--- src/rtl/epdsq_pkg.sv ---
// Shared constants and carrier types for the EPD serial pixel sequencer
package epdsq_pkg;
	// Pixel depth field codes (bits per pixel = 2^code)
	localparam logic [1:0] DEPTH_1BPP = 2'h0;
	localparam logic [1:0] DEPTH_2BPP = 2'h1;
	localparam logic [1:0] DEPTH_4BPP = 2'h2;
	localparam logic [1:0] DEPTH_8BPP = 2'h3;
	// Command/data indicator levels on the link
	localparam logic DC_COMMAND = 1'b0;
	localparam logic DC_DATA = 1'b1;
	// Direction select codes
	localparam logic DIR_READ = 1'b0;
	localparam logic DIR_WRITE = 1'b1;
	// Serial timing: link clock half period in system clocks
	localparam int CLK_HZ = 50000000;
	localparam int HALF_PERIOD_NS = 80;
	localparam int HALF_PERIOD_CYC = (HALF_PERIOD_NS * (CLK_HZ / 1000000)
		+ 999) / 1000;
	// Bits per byte slot on each wire variant
	localparam logic [3:0] BITS_4WIRE = 4'h8;
	localparam logic [3:0] BITS_3WIRE = 4'h9;
	// Reset values of link pins
	localparam logic CS_IDLE_N = 1'b1;
	localparam logic SCL_IDLE = 1'b0;
	// Transfer configuration carried as one group
	typedef struct packed {
		logic direction;   // 1 write, 0 read
		logic three_wire;  // 1 selects 3-wire variant
		logic bit_order;   // Bit order select
		logic pixel_order; // Pixel order select
		logic [1:0] depth; // Pixel depth field
		logic [7:0] command;
		logic [9:0] width;
		logic [9:0] height;
	} epdsq_cfg_s;
	// Frame memory request
	typedef struct packed {
		logic rd;
		logic wr;
		logic [15:0] addr;
		logic [7:0] wdata;
	} epdsq_mem_s;
endpackage

--- src/rtl/epdsq_sequencer.sv ---
// EPD serial pixel sequencer: command plus frame bytes over 3/4-wire link
`timescale 1ns/1ps
`default_nettype none
// Operation
// - Finish clears go bit and sets done flag
// - Direction 0 stores panel bytes from base
// - Byte order from depth, orders, width, height
// - Command first, then ascending bytes, slot7 first
// - Byte n+1 is frame byte n, H lines
// - 1BPP low pixel first sends bits 0..7
// - 1BPP high pixel first sends bits 7..0
// - 2BPP B0 P0 sends 0..7
// - 2BPP B1 P0 sends 1,0,3,2,5,4,7,6
// - 2BPP B0 P1 sends 6,7,4,5,2,3,0,1
// - 2BPP B1 P1 sends 7..0
// - Direction 1 writes, 0 reads
// - Command indicator 0, data indicator 1
// - 3-wire bytes take nine clocks, indicator first
module epdsq_sequencer
	import epdsq_pkg::*;
#(
	parameter int ADDR_W = 16, // Frame memory address width
	parameter int HALF_CYC = HALF_PERIOD_CYC // Link half period, cycles
) (
	input wire logic clk_in,
	input wire logic nrst_in,
	input wire logic go_write_in,   // One-cycle software write strobe
	input wire logic go_value_in,   // Value written to update_go_bit
	input wire logic done_clear_in, // One-cycle clear of done flag
	input wire epdsq_cfg_s cfg_in,  // Transfer configuration
	input wire logic [ADDR_W-1:0] base_addr_in, // Buffer base address
	input wire logic [7:0] mem_rdata_in, // Read data, one cycle after rd
	input wire logic sda_in,        // Panel serial data input pin
	output logic update_go_bit_out,
	output logic update_done_flag_out,
	output epdsq_mem_s mem_req_out, // Frame memory request
	output logic scl_out,
	output logic cs_n_out,
	output logic dc_out,            // 4-wire indicator pin
	output logic sda_out,
	output logic sda_oe_out
);
	// Reject address widths and half periods the counters cannot hold
	if (ADDR_W < 1 || ADDR_W > 16 || HALF_CYC < 1 || HALF_CYC > 256)
		$error("epdsq_sequencer: unsupported parameter");

	typedef enum logic [2:0] {ST_IDLE, ST_FETCH, ST_WAIT, ST_SHIFT,
		ST_STORE, ST_DONE} epdsq_state_e;
	epdsq_state_e state, next_state;

	epdsq_cfg_s cfg;          // Configuration latched at start
	logic [ADDR_W-1:0] addr;  // Current frame byte address
	logic [19:0] bytes_left;  // Data bytes still to move
	logic is_cmd;             // Current slot is the command byte
	logic [8:0] shreg;        // Outgoing bits, slot 8 (indicator) on top
	logic [7:0] rxreg;        // Bytes collected from the panel
	logic [3:0] bit_cnt;      // Bits left in current slot
	logic [7:0] half_cnt;     // Link clock timer
	logic phase;              // 0 low half, 1 high half of link clock
	logic [2:0] sda_sync;     // Pin input synchroniser
	logic rx_bit;             // Panel bit once two stages agree

	// Total data bytes from width, height and depth, width kept whole by software
	wire [19:0] total_bytes;
	wire [19:0] px_total = 20'(cfg_in.width) * 20'(cfg_in.height);
	assign total_bytes = px_total >> (3 - cfg_in.depth);

	// Reorder a frame byte into serial slots 7..0 per depth and orders
	wire [7:0] fb = mem_rdata_in;
	wire [7:0] rev = {fb[0], fb[1], fb[2], fb[3], fb[4], fb[5], fb[6], fb[7]};
	wire [7:0] pair_swap = {fb[1], fb[0], fb[3], fb[2], fb[5], fb[4],
		fb[7], fb[6]};
	wire [7:0] pair_rev = {fb[6], fb[7], fb[4], fb[5], fb[2], fb[3],
		fb[0], fb[1]};
	wire [7:0] nib_swap = {fb[3], fb[2], fb[1], fb[0], fb[7], fb[6],
		fb[5], fb[4]};
	wire [7:0] nib_rev = {fb[4], fb[5], fb[6], fb[7], fb[0], fb[1],
		fb[2], fb[3]};
	wire [1:0] ord = {cfg.bit_order, cfg.pixel_order};
	logic [7:0] slots; // Serial slots, index 7 leaves first
	always_comb begin
		case (cfg.depth)
			DEPTH_1BPP: slots = cfg.pixel_order ? fb : rev;
			DEPTH_2BPP: begin
				case (ord)
					2'h0: slots = rev;
					2'h2: slots = pair_swap;
					2'h1: slots = pair_rev;
					default: slots = fb;
				endcase
			end
			DEPTH_4BPP: begin
				case (ord)
					2'h0: slots = rev;
					2'h2: slots = nib_swap;
					2'h1: slots = nib_rev;
					default: slots = fb;
				endcase
			end
			default: slots = cfg.bit_order ? fb : rev;
		endcase
	end
	// Received bytes are stored through the inverse mapping
	logic [7:0] rx_fb;
	wire [7:0] r = rxreg;
	always_comb begin
		rx_fb = r;
		case (cfg.depth)
			DEPTH_1BPP: rx_fb = cfg.pixel_order ? r :
				{r[0], r[1], r[2], r[3], r[4], r[5], r[6], r[7]};
			DEPTH_2BPP: begin
				case (ord)
					2'h0: rx_fb = {r[0], r[1], r[2], r[3], r[4], r[5],
						r[6], r[7]};
					2'h2: rx_fb = {r[1], r[0], r[3], r[2], r[5], r[4],
						r[7], r[6]};
					2'h1: rx_fb = {r[6], r[7], r[4], r[5], r[2], r[3],
						r[0], r[1]};
					default: rx_fb = r;
				endcase
			end
			DEPTH_4BPP: begin
				case (ord)
					2'h0: rx_fb = {r[0], r[1], r[2], r[3], r[4], r[5],
						r[6], r[7]};
					2'h2: rx_fb = {r[3], r[2], r[1], r[0], r[7], r[6],
						r[5], r[4]};
					2'h1: rx_fb = {r[4], r[5], r[6], r[7], r[0], r[1],
						r[2], r[3]};
					default: rx_fb = r;
				endcase
			end
			default: rx_fb = cfg.bit_order ? r :
				{r[0], r[1], r[2], r[3], r[4], r[5], r[6], r[7]};
		endcase
	end

	// Control decodes
	wire start = go_write_in && go_value_in && state == ST_IDLE;
	wire tick = half_cnt == 8'(HALF_CYC - 1);
	// Panel drives on the fall, so its bit is taken just before the next fall
	wire fall = tick && phase;    // Link clock goes low, next bit shifts
	wire slot_end = fall && bit_cnt == 4'h1;
	wire reading = cfg.direction == DIR_READ && !is_cmd;
	wire [3:0] slot_bits = cfg.three_wire ? BITS_3WIRE : BITS_4WIRE;
	// The command slot counts no data; a data slot ends the frame at one
	wire last_slot = is_cmd ? bytes_left == 20'h0
		: bytes_left == 20'h1;
	// The indicator bit of a 3-wire read slot is not a payload bit
	wire rx_payload = !(cfg.three_wire && bit_cnt == BITS_3WIRE);

	// Next-state decode
	always_comb begin
		next_state = state;
		case (state)
			ST_IDLE: if (start) next_state = ST_SHIFT;
			ST_FETCH: next_state = ST_WAIT;
			ST_WAIT: next_state = ST_SHIFT;
			ST_SHIFT: begin
				if (slot_end) begin
					if (reading)
						next_state = ST_STORE;
					else if (last_slot)
						next_state = ST_DONE;
					else if (cfg.direction == DIR_WRITE)
						next_state = ST_FETCH;
					else
						next_state = ST_SHIFT;
				end
			end
			ST_STORE: next_state = (bytes_left == 20'h0) ? ST_DONE
				: ST_SHIFT;
			ST_DONE: next_state = ST_IDLE;
			default: next_state = ST_IDLE;
		endcase
	end

	// State register
	always_ff @(posedge clk_in or negedge nrst_in) begin
		if (!nrst_in)
			state <= ST_IDLE;
		else
			state <= next_state;
	end

	// Three-stage pin synchroniser; a level counts once stages two and
	// three agree, which needs a half period of at least three clocks
	always_ff @(posedge clk_in or negedge nrst_in) begin
		if (!nrst_in) begin
			sda_sync <= 3'h0;
			rx_bit <= 1'b0;
		end else begin
			sda_sync <= {sda_sync[1:0], sda_in};
			if (sda_sync[2] == sda_sync[1])
				rx_bit <= sda_sync[2];
		end
	end

	// Go bit and done flag; a new finish wins over a clear
	always_ff @(posedge clk_in or negedge nrst_in) begin
		if (!nrst_in) begin
			update_go_bit_out <= 1'b0;
			update_done_flag_out <= 1'b0;
		end else begin
			if (start)
				update_go_bit_out <= 1'b1;
			else if (state == ST_DONE)
				update_go_bit_out <= 1'b0;
			if (state == ST_DONE)
				update_done_flag_out <= 1'b1;
			else if (done_clear_in)
				update_done_flag_out <= 1'b0;
		end
	end

	// Link clock timer runs only while a slot is shifting
	always_ff @(posedge clk_in or negedge nrst_in) begin
		if (!nrst_in) begin
			half_cnt <= 8'h0;
			phase <= 1'b0;
		end else if (state != ST_SHIFT) begin
			half_cnt <= 8'h0;
			phase <= 1'b0;
		end else if (tick) begin
			half_cnt <= 8'h0;
			phase <= !phase;
		end else begin
			half_cnt <= half_cnt + 8'h1;
		end
	end

	// Transfer bookkeeping: latch, address walk, byte count
	always_ff @(posedge clk_in or negedge nrst_in) begin
		if (!nrst_in) begin
			cfg <= '0;
			addr <= '0;
			bytes_left <= 20'h0;
			is_cmd <= 1'b0;
		end else if (start) begin
			cfg <= cfg_in;
			addr <= base_addr_in;
			bytes_left <= total_bytes;
			is_cmd <= 1'b1;
		end else if (slot_end) begin
			is_cmd <= 1'b0;
			if (!is_cmd)
				bytes_left <= bytes_left - 20'h1;
		end else if (state == ST_STORE || state == ST_FETCH) begin
			// Step only after the request has taken the current address
			addr <= addr + 1'b1;
		end
	end

	// Shift path; slot 8 holds the indicator for the 3-wire variant
	always_ff @(posedge clk_in or negedge nrst_in) begin
		if (!nrst_in) begin
			shreg <= 9'h0;
			bit_cnt <= 4'h0;
			rxreg <= 8'h0;
		end else if (start) begin
			shreg <= {DC_COMMAND, cfg_in.command};
			bit_cnt <= cfg_in.three_wire ? BITS_3WIRE : BITS_4WIRE;
		end else if (state == ST_WAIT) begin
			shreg <= {DC_DATA, slots};
			bit_cnt <= slot_bits;
		end else if (state == ST_STORE || (slot_end && !reading
			&& cfg.direction == DIR_READ)) begin
			shreg <= {DC_DATA, 8'h0};
			bit_cnt <= slot_bits;
		end else if (fall) begin
			// The 3-wire indicator leaves from slot 8 without a shift
			if (!(cfg.three_wire && bit_cnt == BITS_3WIRE))
				shreg <= {shreg[7:0], 1'b0};
			if (reading && rx_payload)
				rxreg <= {rxreg[6:0], rx_bit};
			bit_cnt <= bit_cnt - 4'h1;
		end
	end

	// Slot bit on the wire: indicator first on 3-wire, then slot 7 down
	wire out_bit = (cfg.three_wire && bit_cnt == BITS_3WIRE) ? shreg[8]
		: shreg[7];
	wire busy = state != ST_IDLE && state != ST_DONE;

	// Pin and memory registers
	always_ff @(posedge clk_in or negedge nrst_in) begin
		if (!nrst_in) begin
			scl_out <= SCL_IDLE;
			cs_n_out <= CS_IDLE_N;
			dc_out <= DC_COMMAND;
			sda_out <= 1'b0;
			sda_oe_out <= 1'b0;
			mem_req_out <= '0;
		end else begin
			scl_out <= state == ST_SHIFT && phase;
			cs_n_out <= !busy;
			dc_out <= is_cmd ? DC_COMMAND : DC_DATA;
			sda_out <= out_bit;
			sda_oe_out <= state == ST_SHIFT && (!reading ||
				(cfg.three_wire && bit_cnt == BITS_3WIRE));
			mem_req_out.rd <= next_state == ST_FETCH;
			mem_req_out.wr <= state == ST_STORE;
			mem_req_out.addr <= 16'(addr);
			mem_req_out.wdata <= rx_fb;
		end
	end
endmodule
`default_nettype wire
--- config.mk ---
export PLATFORM = sky130hd
export DESIGN_NAME = epdsq_sequencer
export DESIGN_NICKNAME = d
export VERILOG_FILES = /design/src/rtl/epdsq_pkg.sv /design/src/rtl/epdsq_sequencer.sv
export SDC_FILE = /design/constraint.sdc
export NUM_CORES = 1
export LEC_CHECK = 0
export ABC_CLOCK_PERIOD_IN_PS = 3300
export BUFFER_PORTS_ARGS = -buffer_cell sky130_fd_sc_hd__buf_4
export CAP_MARGIN = 20
export CORE_MARGIN = 2
export CORE_UTILIZATION = 60
export CTS_CLUSTER_DIAMETER = 30
export DETAILED_ROUTE_END_ITERATION = 12
export PLACE_DENSITY = 0.85
export SLEW_MARGIN = 5
export SYNTH_ARGS = -nofsm -noshare
export SYNTH_HDL_FRONTEND = slang
export SYNTH_SLANG_ARGS = --single-unit
--- constraint.sdc ---
create_clock -name clk_in -period 3.3 [get_ports clk_in]
set_input_delay 0.165 -clock clk_in [delete_from_list [all_inputs] [get_ports clk_in]]
set_output_delay 0.165 -clock clk_in [all_outputs]
set_load 0.05 [all_outputs]
==> flow_metrics.env <==
export IMPL_synth_cell_area_mm2=0.00962
export IMPL_grt_setup_unrepaired="yes"
export IMPL_layout_commonest_cell="buf_4"
export IMPL_r2r_end="addr[11]"
export IMPL_crit_type="in2reg"
export IMPL_path_clk_slew_ns=0.05
export IMPL_dpl_cell_area_mm2=0.0112
export IMPL_r2r_start="bit_cnt[1]"
export IMPL_yosysSeqAreaShare=0.294
export IMPL_setup_viol=18
export IMPL_fin_crit_sh=1.36
export IMPL_ios=97
export IMPL_overflow=0
export IMPL_endpoint_kind="register"
export IMPL_io_buffers=96
export IMPL_final_cell_mix="buf_4 (164), nand2_1 (132), dfrtp_1 (112)"
export IMPL_maxSlewViolCount=0
export IMPL_grt_pass1_vias=9074
export IMPL_finalPower_mw=9.98
export IMPL_die_area_mm2=0.0171
export IMPL_cpMaxStageDelayCell="fa_1"
export IMPL_htreeDepth=4
export IMPL_num_antenna_cells=0
export IMPL_fin_ws_ns=-1.19
export IMPL_viasPerCell=6.03
export IMPL_drtAntennaViolNets=0
export IMPL_vias=8892
export IMPL_hold_path_class="in2reg"
export IMPL_postSynthCellCount=1066
export IMPL_clk_latency_ns=0.43
export IMPL_drt_total_wl_mm=27.3
export IMPL_syn_nets=1253
export IMPL_synth_cell_types=66
export IMPL_crit_path_start_kind="primary input"
export IMPL_globalplace_congestion=0.902
export IMPL_violations="negative setup slack"
export IMPL_hold_viol=0
export IMPL_fin_cells=1475
export IMPL_dr_pass1_iters=6
export IMPL_initial_core_util=0.610
export IMPL_worstPathMaxFanout=5
export IMPL_first_iter_violations=869
export IMPL_arrival_ns=4.82
export IMPL_reg2reg_depth=10
export IMPL_wl_per_cell_um=18.5
export IMPL_core_area_mm2=0.0158
export IMPL_drive_above_1_share=0.270
export IMPL_ys_seq_elements=113
export IMPL_grt_pass1_wl_mm=42.8
export IMPL_rows=46
export IMPL_path_delay_family="adder cells"
export IMPL_area_growth_pct=31.0
export IMPL_relSlewSlack=0.558
export IMPL_hold_path_cell_count=3
export IMPL_status="finished with violations"
export IMPL_cts_path_max_buffers=2
export IMPL_crit_buf_inv=5
export IMPL_slowest_delay_ns=0.55
export IMPL_layout_nets=1433
export IMPL_drcViolationCount=0
export IMPL_grt_max_degree=70
export IMPL_finalClockSkew_ns=0.0117
export IMPL_cp_required_ns=3.63
export IMPL_dp_cells=1405
export IMPL_synth_flop_cell="dfrtp_1"
export IMPL_track_usage=0.318
export IMPL_maxCapViolations=0
export IMPL_timing_setup_tns_ns=-16.11
export IMPL_p_leak_nw=5.76
export IMPL_ff2ff_setup_slack_ns=0.25
export IMPL_cts_sinks=113
export IMPL_die_height_um=131
export IMPL_fmax_mhz=223
export IMPL_worstHoldEndpoint="shreg[5]"
export IMPL_worstPathCellList="buf_12 -> nand2_4 -> fa_1 -> inv_1 -> fa_1 -> fa_1 -> fa_1 -> inv_1 -> fa_1 -> inv_2 -> ha_4 -> nand4_1 -> a21oi_2 -> o211ai_1 -> buf_4 -> a21oi_4 -> xnor2_2 -> mux2_4 -> a221oi_2"
export IMPL_utilization=0.800
export IMPL_critPathMostFrequentCell="fa_1"
export IMPL_cts_made_buffers=17
export IMPL_peakVddDrop_mv=0.502
export IMPL_tightestPinTransition_ns=0.664
export IMPL_synth_warning_count=0
export IMPL_cts_root_buf="clkbuf_16"
export IMPL_power_density_mw_per_mm2=791
export IMPL_dpl_hpwl_mm=17.5
export IMPL_design_area_mm2=0.0126
export IMPL_die_w_um=131
export IMPL_async_flop_share=1.00
export IMPL_holdCritStartpoint="cfg_in[25]"
export IMPL_avgSynthCellArea_um2=9.03
export IMPL_min_period_ns=4.49
export IMPL_antenna_found_initial=0
export IMPL_cts_tree="done"
export IMPL_synth_edff_count=0
[final cells by class]
class,instances,area [um2]
inverter,80,300
multi-input combinational,822,6800
tap,216,270
clock inverter,15,174
sequential,113,2830
timing repair buffer,212,1810
clock buffer,17,425
fill,925,3160
[per-layer routing]
layer  GRT usage  vias up  share of wire
met3      0.0501      114          0.061
met2       0.580      449           0.53
met1       0.366     4337           0.37
met5           0        -              0
li1            -     3992              -
met4       0.153        0          0.041
[worst max path at each step]
stage / startpoint / endpoint / slack [ns] / depth (start not counted)
floorplan: cfg_in[18] / bytes_left[15] / -1.26 / 19
global placement: cfg_in[11] / bytes_left[15] / -1.41 / 19
detailed placement: cfg_in[12] / bytes_left[15] / -1.54 / 17
CTS: cfg_in[18] / bytes_left[17] / -1.04 / 19
global route: cfg_in[1] / bytes_left[17] / -1.37 / 19
finish: cfg_in[1] / bytes_left[17] / -1.19 / 19
[flip-flops by register name, summed over array words and instances (netlist names), 4 cells and up]
| signal | count |
|---|---|
| mem_req_out | 26 |
| bytes_left | 20 |
| addr | 16 |
| shreg | 9 |
| half_cnt | 8 |
| r | 8 |
| cfg | 6 |
| bit_cnt | 4 |
[repair_timing]
action / in CTS / in global routing
gates resized for setup: 62 / 39
hold endpoints to repair: 71 / 0
pin swaps: 41 / 27
setup endpoints to repair: 18 / 23
setup buffers: 9 / 4
hold buffers: 25 / 0
[cells in the mapped netlist (all sizes together), types with 8 or more instances]
master / n / area, um2
a21oi: 41 / 205
a31oi: 12 / 75.1
and2: 70 / 438
clkbuf: 45 / 189
dfrtp: 112 / 2800
fa: 62 / 1240
ha: 61 / 763
inv: 80 / 300
mux2: 11 / 124
mux2i: 22 / 220
mux4: 8 / 180
nand2: 147 / 554
nand2b: 10 / 62.6
nand3: 14 / 70.1
nor2: 64 / 240
nor3: 15 / 86.3
o211ai: 13 / 97.6
o21ai: 95 / 475
o22ai: 8 / 50.1
xnor2: 36 / 315
xor2: 29 / 254
[through the flow]
stage / setup WS, ns / hold WS, ns
finish: -1.19 / 0.00944
global route: -1.37 / 0.0262
CTS: -1.04 / 0.00688
detailed placement: -1.54 / 0.236
global placement: -1.41 / 0.222
floorplan: -1.26 / -0.131
[where the power goes]
part           switching, mW  internal, mW  leakage [nW]  total, mW
clock                  0.749          1.13         0.288       1.88
combinational           3.24          2.89          4.13       6.13
sequential             0.280          1.69          1.34       1.97
total                   4.26          5.71          5.76       9.98
[worst register-to-register path, cell delays in order, from the launching register on]
cell	delay, ns
dfrtp_1	0.40
inv_1	0.09
ha_1	0.18
nor4bb_1	0.47
nand3_1	0.36
buf_4	0.26
and3b_1	0.24
nand4_1	0.32
nor2_1	0.13
xnor2_1	0.15
o21ai_0	0.33
[kinds of logic after synthesis]
family / Yosys count / synth area share
AND/OR/NAND/NOR: 369 / 0.189
buffers and inverters: 131 / 0.0536
flip-flops: 113 / 0.294
multiplexers: 41 / 0.0545
adder cells (fa/ha/maj): 124 / 0.209
XOR/XNOR: 65 / 0.0592
AO/OA/AOI/OAI: 223 / 0.140
No activity file was read; power rests on OpenSTA's default activity.
